### src/inc/cbac_map.vh
`ifndef CBAC_MAP_VH
`define CBAC_MAP_VH
// buffer and limits
`define CBAC_BUF_POINTS 17'd100000
`define CBAC_FAST_MIN_US 20'd1
`define CBAC_STD_MIN_US 20'd1000
`define CBAC_NS_PER_US 8'd200
`define CBAC_EVENT_MAX 15'h7FFF
// curve select bit positions
`define CBAC_BIT_SENS 4
`define CBAC_BIT_EVENT 13
`define CBAC_BIT_FREQ_LO 15
`define CBAC_BIT_FREQ_HI 16
`define CBAC_BIT_SENS2 21
`define CBAC_MASK_W 22
// acquisition state codes
`define CBAC_ST_IDLE 3'h0
`define CBAC_ST_SINGLE 3'h1
`define CBAC_ST_CONT 3'h2
`define CBAC_ST_SINGLE_HALT 3'h5
`define CBAC_ST_CONT_HALT 3'h6
// command status byte bits
`define CBAC_SB_OK 8'h01
`define CBAC_SB_PARAM_ERR 8'h04
// fast and standard dump curve counts
`define CBAC_FAST_CURVES 3'h4
`define CBAC_STD_CURVES 5'h16
`endif

### src/verilog/cbac_top.v
`timescale 1ns/1ps
`include "cbac_map.vh"
// Summary of operation
// - length up to 100000 fast; standard too long flags parameter error
// - clear-curves resets storage position and all status counters
// - point spacing in whole microseconds; minimum 1 fast, 1000 standard
// - single take starts at current position, stops when buffer full
// - single or edge-armed triggered start also starts linked sweep 9, 10, 11
// - triggered modes start on chosen edge or sample per edge
// - triggered stop on length, halt, or opposite external edge
// - per-point modes ignore interval; trigger under 1000 Hz
// - continuous take stops on halt, rising or falling edge by mode
// - continuous take without parameter acts as triggered mode 0
// - continuous write position wraps, overwriting oldest points
// - trigger out pulses at first point of each take or per point, chosen polarity
// - event value stored at every standard sample when bit 13 set
// - halt suspends run and linked sweep; later take resumes
// - state codes 0 idle, 1 single, 2 continuous, 5 and 6 halted
// - sweep counter counts finished curves; cleared by clear or queries
// - points counter counts stored points; cleared likewise
// - status gives state, sweeps, status byte and points
// - standard dump names a stored, selected curve bit
// - frequency dump joins lower and upper halves into one value
// - fast dump fixed point, index 0 to 3
// - 100000 points shared among standard-mode curves; frequency counts as two
// - selecting either frequency half selects both
module cbac_top #(
  parameter LEN_W = 17,
  parameter INT_W = 20,
  parameter CLK_MHZ = 200
) (
  input wire CLK_IN,
  input wire ARST_N_IN,
  input wire FAST_MODE_IN,
  input wire DUAL_MODE_IN,
  input wire [LEN_W-1:0] CURVE_LENGTH_IN,
  input wire CURVE_LENGTH_CMD_IN,
  input wire [`CBAC_MASK_W-1:0] CURVE_SELECT_MASK_IN,
  input wire CURVE_SELECT_CMD_IN,
  input wire QUERY_CLEAR_IN,
  input wire [INT_W-1:0] STORAGE_INTERVAL_IN,
  input wire STORAGE_INTERVAL_CMD_IN,
  input wire CLEAR_CURVES_CMD_IN,
  input wire SINGLE_TAKE_CMD_IN,
  input wire TRIGGERED_TAKE_CMD_IN,
  input wire [3:0] TRIGGERED_MODE_IN,
  input wire CONTINUOUS_TAKE_CMD_IN,
  input wire CONTINUOUS_HAS_PARAM_IN,
  input wire [1:0] CONTINUOUS_MODE_IN,
  input wire HALT_ACQUISITION_CMD_IN,
  input wire SWEEP_LINKED_IN,
  input wire TRIGGER_OUTPUT_TYPE_IN,
  input wire TRIGGER_OUTPUT_POLARITY_IN,
  input wire [14:0] EVENT_MARKER_IN,
  input wire EVENT_MARKER_CMD_IN,
  input wire EXTERNAL_TRIGGER_INPUT_IN,
  input wire CURVE_DUMP_CMD_IN,
  input wire [4:0] CURVE_DUMP_INDEX_IN,
  input wire [LEN_W-1:0] DUMP_POINT_IN,
  input wire [15:0] STORED_LO_IN,
  input wire [15:0] STORED_HI_IN,
  output reg [2:0] ACQ_STATE_OUT,
  output reg [15:0] SWEEP_COUNT_OUT,
  output reg [7:0] STATUS_BYTE_OUT,
  output reg [31:0] POINT_COUNT_OUT,
  output reg [LEN_W-1:0] CURVE_LENGTH_OUT,
  output reg [`CBAC_MASK_W-1:0] CURVE_SELECT_MASK_OUT,
  output reg [LEN_W-1:0] WRITE_POS_OUT,
  output reg STORE_POINT_OUT,
  output reg STORE_EVENT_OUT,
  output reg [14:0] EVENT_VALUE_OUT,
  output reg SWEEP_RUN_OUT,
  output reg TRIGGER_OUT,
  output reg DUMP_VALID_OUT,
  output reg [31:0] DUMP_DATA_OUT
);
  localparam S_IDLE = 3'd0;
  localparam S_ARM_START = 3'd1;
  localparam S_RUN = 3'd2;
  localparam S_HALT = 3'd3;
  localparam [7:0] CLK_MHZ_8 = CLK_MHZ;

  reg external_trigger_input_m_q, external_trigger_input_s_q, external_trigger_input_p_q;
  reg [2:0] state_q;
  reg cont_q, per_point_q, start_rise_q;
  reg [1:0] stop_q; // 0 length, 1 halt, 2 rising, 3 falling
  reg [INT_W-1:0] interval_q;
  reg [INT_W+7:0] tick_q;
  reg [LEN_W-1:0] taken_q;
  reg external_trigger_input_hold_q;
  reg [3:0] external_trigger_input_cnt_q;
  reg [4:0] ncurves;
  reg [LEN_W-1:0] max_len;
  integer i;

  wire rise_ev = external_trigger_input_s_q & ~external_trigger_input_p_q;
  wire fall_ev = ~external_trigger_input_s_q & external_trigger_input_p_q;
  wire [INT_W+7:0] tick_limit = interval_q * CLK_MHZ_8;
  wire interval_ev = (tick_q + 1'b1 >= tick_limit);
  wire sample_ev = per_point_q ? (start_rise_q ? rise_ev : fall_ev) : interval_ev;
  wire take_now = (state_q == S_RUN) & sample_ev;
  wire last_pt = (WRITE_POS_OUT + 1'b1 >= CURVE_LENGTH_OUT);
  wire stop_edge = (stop_q == 2'd2 & rise_ev) | (stop_q == 2'd3 & fall_ev);
  wire [`CBAC_MASK_W-1:0] mask_fix = CURVE_SELECT_MASK_IN |
    ((CURVE_SELECT_MASK_IN[`CBAC_BIT_FREQ_LO] | CURVE_SELECT_MASK_IN[`CBAC_BIT_FREQ_HI]) ?
     ((22'h1 << `CBAC_BIT_FREQ_LO) | (22'h1 << `CBAC_BIT_FREQ_HI)) : 22'h0);
  wire [INT_W-1:0] min_int = FAST_MODE_IN ? `CBAC_FAST_MIN_US : `CBAC_STD_MIN_US;

  // curves in current mask and standard length limit
  always @* begin
    ncurves = 5'd0;
    for (i = 0; i < `CBAC_MASK_W; i = i + 1)
      ncurves = ncurves + {4'd0, CURVE_SELECT_MASK_OUT[i]}; // frequency halves count two
    max_len = FAST_MODE_IN ? `CBAC_BUF_POINTS :
      ((ncurves == 5'd0) ? `CBAC_BUF_POINTS : (`CBAC_BUF_POINTS / {12'd0, ncurves}));
  end

  // trigger synchroniser and edge history
  always @(posedge CLK_IN or negedge ARST_N_IN) begin
    if (!ARST_N_IN) begin
      external_trigger_input_m_q <= 1'b0;
      external_trigger_input_s_q <= 1'b0;
      external_trigger_input_p_q <= 1'b0;
    end else begin
      external_trigger_input_m_q <= EXTERNAL_TRIGGER_INPUT_IN;
      external_trigger_input_s_q <= external_trigger_input_m_q;
      external_trigger_input_p_q <= external_trigger_input_s_q;
    end
  end

  // configuration commands and status byte
  always @(posedge CLK_IN or negedge ARST_N_IN) begin
    if (!ARST_N_IN) begin
      CURVE_LENGTH_OUT <= `CBAC_BUF_POINTS;
      CURVE_SELECT_MASK_OUT <= 22'h1;
      interval_q <= `CBAC_STD_MIN_US;
      STATUS_BYTE_OUT <= 8'h00;
      EVENT_VALUE_OUT <= 15'h0000;
    end else begin
      if (CURVE_LENGTH_CMD_IN) begin
        if (CURVE_LENGTH_IN > max_len || CURVE_LENGTH_IN == {LEN_W{1'b0}})
          STATUS_BYTE_OUT <= `CBAC_SB_PARAM_ERR;
        else begin
          CURVE_LENGTH_OUT <= CURVE_LENGTH_IN;
          STATUS_BYTE_OUT <= `CBAC_SB_OK;
        end
      end else if (CURVE_SELECT_CMD_IN) begin
        CURVE_SELECT_MASK_OUT <= DUAL_MODE_IN ? mask_fix : {5'd0, mask_fix[16:0]};
        STATUS_BYTE_OUT <= `CBAC_SB_OK;
      end else if (STORAGE_INTERVAL_CMD_IN) begin
        if (STORAGE_INTERVAL_IN < min_int)
          STATUS_BYTE_OUT <= `CBAC_SB_PARAM_ERR;
        else begin
          interval_q <= STORAGE_INTERVAL_IN;
          STATUS_BYTE_OUT <= `CBAC_SB_OK;
        end
      end else if (EVENT_MARKER_CMD_IN) begin
        EVENT_VALUE_OUT <= EVENT_MARKER_IN;
        STATUS_BYTE_OUT <= `CBAC_SB_OK;
      end else if (CURVE_DUMP_CMD_IN) begin
        if (FAST_MODE_IN ? ({2'd0, CURVE_DUMP_INDEX_IN} >= {4'd0, `CBAC_FAST_CURVES}) :
            (CURVE_DUMP_INDEX_IN >= `CBAC_STD_CURVES || !CURVE_SELECT_MASK_OUT[CURVE_DUMP_INDEX_IN]))
          STATUS_BYTE_OUT <= `CBAC_SB_PARAM_ERR;
        else
          STATUS_BYTE_OUT <= `CBAC_SB_OK;
      end else if (CLEAR_CURVES_CMD_IN | SINGLE_TAKE_CMD_IN | TRIGGERED_TAKE_CMD_IN |
                   CONTINUOUS_TAKE_CMD_IN | HALT_ACQUISITION_CMD_IN) begin
        STATUS_BYTE_OUT <= `CBAC_SB_OK;
      end
    end
  end

  // acquisition sequencer
  always @(posedge CLK_IN or negedge ARST_N_IN) begin
    if (!ARST_N_IN) begin
      state_q <= S_IDLE;
      cont_q <= 1'b0;
      per_point_q <= 1'b0;
      start_rise_q <= 1'b1;
      stop_q <= 2'd0;
      tick_q <= {(INT_W+8){1'b0}};
      WRITE_POS_OUT <= {LEN_W{1'b0}};
      taken_q <= {LEN_W{1'b0}};
      ACQ_STATE_OUT <= `CBAC_ST_IDLE;
      SWEEP_RUN_OUT <= 1'b0;
    end else begin
      tick_q <= (state_q == S_RUN && !interval_ev) ? tick_q + 1'b1 : {(INT_W+8){1'b0}};
      if (CLEAR_CURVES_CMD_IN) begin
        state_q <= S_IDLE;
        WRITE_POS_OUT <= {LEN_W{1'b0}};
        taken_q <= {LEN_W{1'b0}};
        ACQ_STATE_OUT <= `CBAC_ST_IDLE;
        SWEEP_RUN_OUT <= 1'b0;
      end else if (HALT_ACQUISITION_CMD_IN && (state_q == S_RUN || state_q == S_ARM_START)) begin
        state_q <= S_HALT;
        SWEEP_RUN_OUT <= 1'b0;
        ACQ_STATE_OUT <= cont_q ? `CBAC_ST_CONT_HALT : `CBAC_ST_SINGLE_HALT;
      end else if (SINGLE_TAKE_CMD_IN) begin
        state_q <= S_RUN;
        taken_q <= {LEN_W{1'b0}}; // fresh curve start
        cont_q <= 1'b0;
        per_point_q <= 1'b0;
        stop_q <= 2'd0;
        ACQ_STATE_OUT <= `CBAC_ST_SINGLE;
        SWEEP_RUN_OUT <= SWEEP_LINKED_IN;
      end else if (TRIGGERED_TAKE_CMD_IN || (CONTINUOUS_TAKE_CMD_IN && !CONTINUOUS_HAS_PARAM_IN)) begin
        // mode 0 when continuous arrives bare
        cont_q <= 1'b0;
        taken_q <= {LEN_W{1'b0}};
        per_point_q <= CONTINUOUS_TAKE_CMD_IN ? 1'b0 : (TRIGGERED_MODE_IN < 4'd8 && TRIGGERED_MODE_IN[0]);
        start_rise_q <= CONTINUOUS_TAKE_CMD_IN ? 1'b1 :
          (TRIGGERED_MODE_IN == 4'd9 ? 1'b0 : (TRIGGERED_MODE_IN == 4'd8 ? 1'b1 : !TRIGGERED_MODE_IN[1]));
        stop_q <= CONTINUOUS_TAKE_CMD_IN ? 2'd0 :
          (TRIGGERED_MODE_IN == 4'd8 ? 2'd3 : (TRIGGERED_MODE_IN == 4'd9 ? 2'd2 :
          (TRIGGERED_MODE_IN[2] ? 2'd1 : 2'd0)));
        state_q <= (!CONTINUOUS_TAKE_CMD_IN && TRIGGERED_MODE_IN < 4'd8 && TRIGGERED_MODE_IN[0]) ?
          S_RUN : S_ARM_START;
        ACQ_STATE_OUT <= `CBAC_ST_SINGLE;
        SWEEP_RUN_OUT <= 1'b0;
      end else if (CONTINUOUS_TAKE_CMD_IN) begin
        state_q <= S_RUN;
        taken_q <= {LEN_W{1'b0}};
        cont_q <= 1'b1;
        per_point_q <= 1'b0;
        stop_q <= (CONTINUOUS_MODE_IN == 2'd1) ? 2'd2 : ((CONTINUOUS_MODE_IN == 2'd2) ? 2'd3 : 2'd1);
        ACQ_STATE_OUT <= `CBAC_ST_CONT;
      end else begin
        case (state_q)
          S_ARM_START: begin
            if (start_rise_q ? rise_ev : fall_ev) begin
              state_q <= S_RUN;
              SWEEP_RUN_OUT <= SWEEP_LINKED_IN;
            end
          end
          S_RUN: begin
            if (stop_edge) begin
              state_q <= S_IDLE;
              ACQ_STATE_OUT <= `CBAC_ST_IDLE;
              SWEEP_RUN_OUT <= 1'b0;
            end else if (take_now) begin
              taken_q <= taken_q + 1'b1;
              WRITE_POS_OUT <= last_pt ? {LEN_W{1'b0}} : WRITE_POS_OUT + 1'b1;
              if (last_pt && !cont_q && stop_q == 2'd0) begin
                state_q <= S_IDLE;
                ACQ_STATE_OUT <= `CBAC_ST_IDLE;
                SWEEP_RUN_OUT <= 1'b0;
              end
            end
          end
          default: ;
        endcase
      end
    end
  end

  // counters, store strobes, trigger output and dump joining
  always @(posedge CLK_IN or negedge ARST_N_IN) begin
    if (!ARST_N_IN) begin
      SWEEP_COUNT_OUT <= 16'h0000;
      POINT_COUNT_OUT <= 32'h0000_0000;
      STORE_POINT_OUT <= 1'b0;
      STORE_EVENT_OUT <= 1'b0;
      external_trigger_input_hold_q <= 1'b0;
      external_trigger_input_cnt_q <= 4'h0;
      TRIGGER_OUT <= 1'b0;
      DUMP_VALID_OUT <= 1'b0;
      DUMP_DATA_OUT <= 32'h0000_0000;
    end else begin
      STORE_POINT_OUT <= take_now & ~stop_edge & ~CLEAR_CURVES_CMD_IN;
      STORE_EVENT_OUT <= take_now & ~stop_edge & ~FAST_MODE_IN &
        CURVE_SELECT_MASK_OUT[`CBAC_BIT_EVENT];
      if (CLEAR_CURVES_CMD_IN || QUERY_CLEAR_IN) begin
        SWEEP_COUNT_OUT <= 16'h0000;
        POINT_COUNT_OUT <= 32'h0000_0000;
      end else if (take_now && !stop_edge) begin
        POINT_COUNT_OUT <= POINT_COUNT_OUT + 1'b1;
        if (last_pt)
          SWEEP_COUNT_OUT <= SWEEP_COUNT_OUT + 1'b1;
      end
      // pulse stretched to 16 cycles, polarity selects active edge
      if ((take_now && !stop_edge && (TRIGGER_OUTPUT_TYPE_IN || taken_q == {LEN_W{1'b0}}))) begin
        external_trigger_input_hold_q <= 1'b1;
        external_trigger_input_cnt_q <= 4'hF;
      end else if (external_trigger_input_cnt_q != 4'h0)
        external_trigger_input_cnt_q <= external_trigger_input_cnt_q - 1'b1;
      else
        external_trigger_input_hold_q <= 1'b0;
      TRIGGER_OUT <= external_trigger_input_hold_q ^ TRIGGER_OUTPUT_POLARITY_IN;
      DUMP_VALID_OUT <= CURVE_DUMP_CMD_IN;
      if (CURVE_DUMP_CMD_IN)
        DUMP_DATA_OUT <= (!FAST_MODE_IN && CURVE_DUMP_INDEX_IN == `CBAC_BIT_FREQ_LO) ?
          {STORED_HI_IN, STORED_LO_IN} : {{16{STORED_LO_IN[15]}}, STORED_LO_IN};
    end
  end
endmodule // cbac_top

### config.mk
export PLATFORM = sky130hd
export DESIGN_NAME = cbac_top
export DESIGN_NICKNAME = d
export VERILOG_FILES = /design/src/verilog/cbac_top.v
export VERILOG_INCLUDE_DIRS = /design/src /design/src/inc
export SDC_FILE = /design/constraint.sdc
export NUM_CORES = 1
export LEC_CHECK = 0
export ABC_AREA = 1
export BUFFER_PORTS_ARGS = -buffer_cell sky130_fd_sc_hd__buf_2
export CAP_MARGIN = 25
export CORE_MARGIN = 2
export CORE_UTILIZATION = 64
export CTS_CLUSTER_SIZE = 16
export DETAILED_ROUTE_END_ITERATION = 8
export GPL_TIMING_DRIVEN = 0
export PLACE_DENSITY = 0.88
export SYNTH_ARGS = -nofsm -noshare
export SYNTH_HDL_FRONTEND = slang
export SYNTH_SLANG_ARGS = --single-unit
export TNS_END_PERCENT = 10
### constraint.sdc
create_clock -name CLK_IN -period 75.7 [get_ports CLK_IN]
set_input_delay 3.785 -clock CLK_IN [delete_from_list [all_inputs] [get_ports CLK_IN]]
set_output_delay 3.785 -clock CLK_IN [all_outputs]
set_load 0.005 [all_outputs]
==> flow_summary.ini, run 1 <==
[floorplan]
core_um2 = 32370
fp-row-count = 66
start_util_pct = 64.59
dieArea_um2 = 34130
die_h_um = 184.8
die_w_um = 184.8
num_io_pins = 321

[timing]
grt_setup_unrepaired = false
fin_crit_sh_pct = 42.97
tightest_slew_ns = 0.9480
setup_violations = 0
finalClockSkew_ns = 0.01866
whs_ns = 0.3609
finalHoldViolCount = 0
max_freq_mhz = 30.74
drv_slew = 0
min_period_ns = 32.53
max-slew-margin-rel_pct = 36.73
tns_ns = 0

[clock_tree]
cts_sinks = 240
cts_tree = yes
cts.path.max_buffers = 3
postCtsSetupRepairBufs = 0
clock_latency_ns = 0.55
cts_resized = 0
htreeDepth = 1
cts.clk_slew.worst_paths_ns = 0.07
cts_buffers = 27
holdBufCountCts = 0
cts_root_buf = clkbuf_16

[layout]
area_growth_pct = 14.17
final_layout_size_suffix_gt1_share_pct = 15.38
fin_nets = 3621
stdcell_area_um2 = 23870
antenna_cells = 0

[worst_setup_path]
rr_startpoint = CURVE_SELECT_MASK_OUT[0]
worst-endpoint-required_ns = 76.16
crit_buf_inv = 37
cp_slowest_cell = fa_1
cp.depth = 184
r2r_end = CURVE_LENGTH_OUT[6]
reg2regPathDepth = 184
path_class = flop to flop
cp_slowest_stage_delay_ns = 1.11
arrival_ns = 32.99
r2r_slack_ns = 43.17
path_delay_family = adder cells
cp-end-kind = flop
cp-start-kind = flop
cpMostUsedCell = inv_1
cp_max_fo = 18

[synthesis]
synthCells = 2902
syn_avg_cell_area_um2 = 7.205
yosysTopAreaCell = dfrtp_1
synth-edff-count = 0
ys.flop_type = dfrtp_1
synth.yosys.seq_area_share_pct = 28.81
synth-seq-cells = 240
synth_common_cells = nand2_1 (586), inv_1 (508), nor2_1 (285)
yosys-top-cells-area = dfrtp_1 (27%), ha_1 (12%), nand2_1 (11%)
synth_top_cell_area_share_pct = 27.05
mappedNetlistArea_um2 = 20910
async_flop_share_pct = 100.0
ys.warnings.count = 0
synthDistinctLibCells = 66
yosysMostFrequentCell = nand2_1

[grt]
grt_pass1_wl_um = 97530
grt_max_degree = 122
grt_usage_pct = 35.06
grt_pass1_vias = 20610
grt_overflow = 0
antenna_found_initial = 1

[placed_design]
port_buffers = 295
dp_hpwl_um = 47620
dpl_cell_area_um2 = 22990
place_congestion = 0.9575

[status]
status = complete, no violations

[detailed_routing]
vias = 20960
antenna_left = 0
via_per_inst = 5.675
drt_iter0_drc = 1730
drc = 0
drt_first_pass_iters = 6
drt-wirelength-per-cell_um = 16.24
drt-total-wl_um = 59980

[job]
max-cap-violations = 0

[min_path]
hold_depth = 0
min-delay-start = external_trigger_input_m_q
hold_path_end = external_trigger_input_s_q
hold_class = flop to flop
-- worst max-delay path by stage --
stage,slack (ns),from,end
2_1_floorplan,48.71,CURVE_SELECT_MASK_OUT[0],CURVE_LENGTH_OUT[15]
3_3_place_gp,44.69,CURVE_SELECT_MASK_OUT[0],CURVE_LENGTH_OUT[6]
3_5_place_dp,43.98,CURVE_SELECT_MASK_OUT[0],CURVE_LENGTH_OUT[2]
4_1_cts,43.80,CURVE_SELECT_MASK_OUT[0],CURVE_LENGTH_OUT[6]
5_1_grt,40.50,CURVE_SELECT_MASK_OUT[0],CURVE_LENGTH_OUT[6]
6_report,43.17,CURVE_SELECT_MASK_OUT[0],CURVE_LENGTH_OUT[6]
-- metrics by stage --
| step | utilization, % | worst slack [ns] | cells |
|---|---|---|---|
| after floorplan | - | 48.71 | 2907 |
| after global placement | 70.92 | 44.69 | 3644 |
| after detailed placement | 71.03 | 43.98 | 3645 |
| after CTS | 73.74 | 43.80 | 3694 |
| after global routing | 73.74 | 40.50 | 3694 |
| final | 73.74 | 43.17 | 3694 |
-- kinds of logic (layout without fill, tap and decap cells) --
logic type      after synthesis  after routing  share of synthesized area (%)
simple gates               1264           1264                          27.45
fa+ha+maj                   235            235                          15.14
mux                          20             20                          1.071
xor+xnor                    107            107                          4.482
flops                       240            240                          28.81
buf+inv                     578            923                          10.77
compound gates              457            457                          12.26
other cells                   1              6                        0.01794
-- per-layer routing --
| layer | vias to the layer above | share of wire, % | GRT usage [%] |
|---|---|---|---|
| met1 | 9776 | 40 | 42.82 |
| met2 | 890 | 48 | 60.74 |
| met4 | 2 | 4.3 | 16.19 |
| met3 | 192 | 7.1 | 5.651 |
| met5 | - | 0.028 | 0 |
| li1 | 10100 | - | - |
-- final cells by class --
class | count | area [µm²]
plain buffers | 52 | 271.5
clock buffers | 35 | 735.7
clock inverters | 14 | 141.4
fillers | 2549 | 8499
inverters | 526 | 1981
multi-input cells | 2089 | 12650
flip-flops and latches | 240 | 6023
well taps | 442 | 553.0
repair buffers | 296 | 1514
-- registers in the layout (all words and copies together) (netlist names), 2 cells and up --
register                      flops
ACQ_STATE_OUT                     3
CURVE_LENGTH_OUT                 17
CURVE_SELECT_MASK_OUT            21
DUMP_DATA_OUT                    32
EVENT_VALUE_OUT                  15
POINT_COUNT_OUT                  32
STATUS_BYTE_OUT                   2
SWEEP_COUNT_OUT                  16
WRITE_POS_OUT                    17
external_trigger_input_cnt_q      4
interval_q                       20
state_q                           2
stop_q                            2
taken_q                          17
tick_q                           28
-- placed cells by master, fill, tap and decap left out, drive strengths merged, types with 7 or more instances in the layout --
cell type / n
buf: 313
clkbuf: 70
nand4: 65
xnor2: 21
fa: 30
o21ai: 168
nor3: 60
dfstp: 14
inv: 523
o22ai: 20
nand2: 612
o21a: 13
a31oi: 12
clkinv: 8
dfrtp: 226
or2: 9
o21bai: 7
o211ai: 9
ha: 205
clkinvlp: 7
mux2: 19
nor4: 19
a211oi: 8
xor2: 86
nand3: 171
a21oi: 187
nor2: 311
Power of run 1 is left out: the tool's default activity adds up to more than one toggle a clock period on the data nets, which glitch-free logic cannot reach.
==> inputs of run 2 (changes only) <==
--- a/config.mk
+++ b/config.mk
@@ -10,11 +10,11 @@
 export BUFFER_PORTS_ARGS = -buffer_cell sky130_fd_sc_hd__buf_2
 export CAP_MARGIN = 25
 export CORE_MARGIN = 2
-export CORE_UTILIZATION = 64
+export CORE_UTILIZATION = 53
 export CTS_CLUSTER_SIZE = 16
 export DETAILED_ROUTE_END_ITERATION = 8
 export GPL_TIMING_DRIVEN = 0
-export PLACE_DENSITY = 0.88
+export PLACE_DENSITY = 0.78
 export SYNTH_ARGS = -nofsm -noshare
 export SYNTH_HDL_FRONTEND = slang
 export SYNTH_SLANG_ARGS = --single-unit
==> constraint.sdc (replaced) <==
create_clock -name CLK_IN -period 29.8 [get_ports CLK_IN]
set_input_delay 1.49 -clock CLK_IN [delete_from_list [all_inputs] [get_ports CLK_IN]]
set_output_delay 1.49 -clock CLK_IN [all_outputs]
set_load 0.005 [all_outputs]
==> flow_summary.ini, run 2 (synthesized netlist as in run 1, its figures left out) <==
[status]
status = complete, no violations

[worst_setup_path]
cp-start-kind = flop
cp-end-kind = flop
cp_slowest_cell = fa_2
worst-endpoint-required_ns = 30.27
cpMostUsedCell = nand2_1
cp_slowest_stage_delay_ns = 0.59
arrival_ns = 28.73
cp_max_fo = 10
path_class = flop to flop

[clock_tree]
htreeDepth = 1
cts_sinks = 240
cts.clk_slew.worst_paths_ns = 0.07
cts_buffers = 27
holdBufCountCts = 0
cts_tree = yes
cts_root_buf = clkbuf_16
cts.path.max_buffers = 3
clock_latency_ns = 0.55

[timing]
drv_slew = 0
min_period_ns = 28.26
setup_violations = 0
finalHoldViolCount = 0
finalClockSkew_ns = 0.01656
tightest_slew_ns = 1.158
fin_crit_sh_pct = 94.84
max-slew-margin-rel_pct = 22.71
max_freq_mhz = 35.38

[grt]
grt_pass1_vias = 20520
grt_max_degree = 122
antenna_found_initial = 1
grt_usage_pct = 29.08
grt_overflow = 0
grt_pass1_wl_um = 98970

[floorplan]
core_um2 = 38830
dieArea_um2 = 41050
fp-row-count = 72
num_io_pins = 321
die_w_um = 202.6
die_h_um = 202.6
start_util_pct = 53.85

[layout]
final_layout_size_suffix_gt1_share_pct = 18.73
area_growth_pct = 18.89
layout_common_cells = nand2_1 (582), inv_1 (499), buf_2 (295), nor2_1 (281), dfrtp_1 (225)
ff_latch_area_um2 = 6025
antenna_cells = 0
multi_input_area_um2 = 12990
fin_nets = 3679
utilization_pct = 64.02
nFillCells = 3411
fin_cells = 3828
final_common_cell = nand2_1
reg_top3 = DUMP_DATA_OUT (32), POINT_COUNT_OUT (32), tick_q (28)

[placed_design]
port_buffers = 295
place_congestion = 0.9481
dp_hpwl_um = 47690
place_inst = 3722

[detailed_routing]
drt_first_pass_iters = 5
drt-wirelength-per-cell_um = 15.93
via_per_inst = 5.429
antenna_left = 0
vias = 20780
drt-total-wl_um = 60990
drc = 0
drt_iter0_drc = 1483

[min_path]
hold_class = flop to flop

[job]
max-cap-violations = 0
[run 2: cell count changes in the layout (fill, tap and decap cells not counted), moves of 6 or more]
cell / before / now
inv_2: 14 / 20
ha_4: 0 / 8
ha_1: 205 / 195
a21oi_1: 183 / 169
o21ai_0: 152 / 135
inv_1: 508 / 499
a21oi_2: 4 / 14
o21ai_1: 13 / 21
clkbuf_1: 40 / 34
buf_4: 8 / 63
o21ai_2: 3 / 9
[run 2: area by class of cell]
type	instances	area share, %
multi-input combinational	2089	52.26
sequential	240	24.23
inverter	526	8.013
timing repair buffer	354	7.953
clock buffer	34	3.025
tap	518	2.607
buffer	52	1.243
clock inverter	15	0.6694
[run 2: critical path, delay by kind of cell, from the launching register on]
kind / cells / cell delay, ns
compound gates: 45 / 6.23
simple gates: 82 / 9.30
buf+inv: 37 / 3.86
flops: 1 / 0.54
fa+ha+maj: 24 / 8.18
[run 2: repair_timing]
item,in CTS,in global routing
gates resized for setup,30,80
pin swaps,8,35
setup endpoints to repair,19,19
endpoints found under the hold margin,0,0
gates cloned,2,0
buffers inserted,10,45
[run 2: path summary, 6_finish.rpt]
path                                                 start                    endpoint  slack [ns]  cells past startpoint
worst max-delay path              CURVE_SELECT_MASK_OUT[0]        CURVE_LENGTH_OUT[12]        1.54                    188
worst min-delay path            external_trigger_input_m_q  external_trigger_input_s_q        0.38                      0
worst max register to register    CURVE_SELECT_MASK_OUT[0]        CURVE_LENGTH_OUT[12]        1.54                    188
worst min register to register  external_trigger_input_m_q  external_trigger_input_s_q        0.38                      0
max in group asynchronous                        ARST_N_IN            WRITE_POS_OUT[1]       27.72                      3
min in group asynchronous                        ARST_N_IN           DUMP_DATA_OUT[31]        0.75                      1
[run 2: routing by layer]
layer	GRT usage (%)	routed length, µm
met2	48.98	28690
met5	0	13
met3	4.045	3492
met4	11.03	2372
met1	37.99	26420
[run 2: metrics by stage]
stage          TNS (ns)  hold slack, ns  instance area [µm²]  setup WS (ns)
5_1_grt          -6.311          0.3866                24860        -0.3662
4_1_cts               0          0.3737                24230        0.01022
6_report              0          0.3754                24860          1.536
2_1_floorplan         0          0.3312                20930          2.806
3_3_place_gp     -25.66          0.3439                23050         -1.403
3_5_place_dp     -38.11          0.3427                23120         -2.078
Power of run 2 is left out for the same reason.
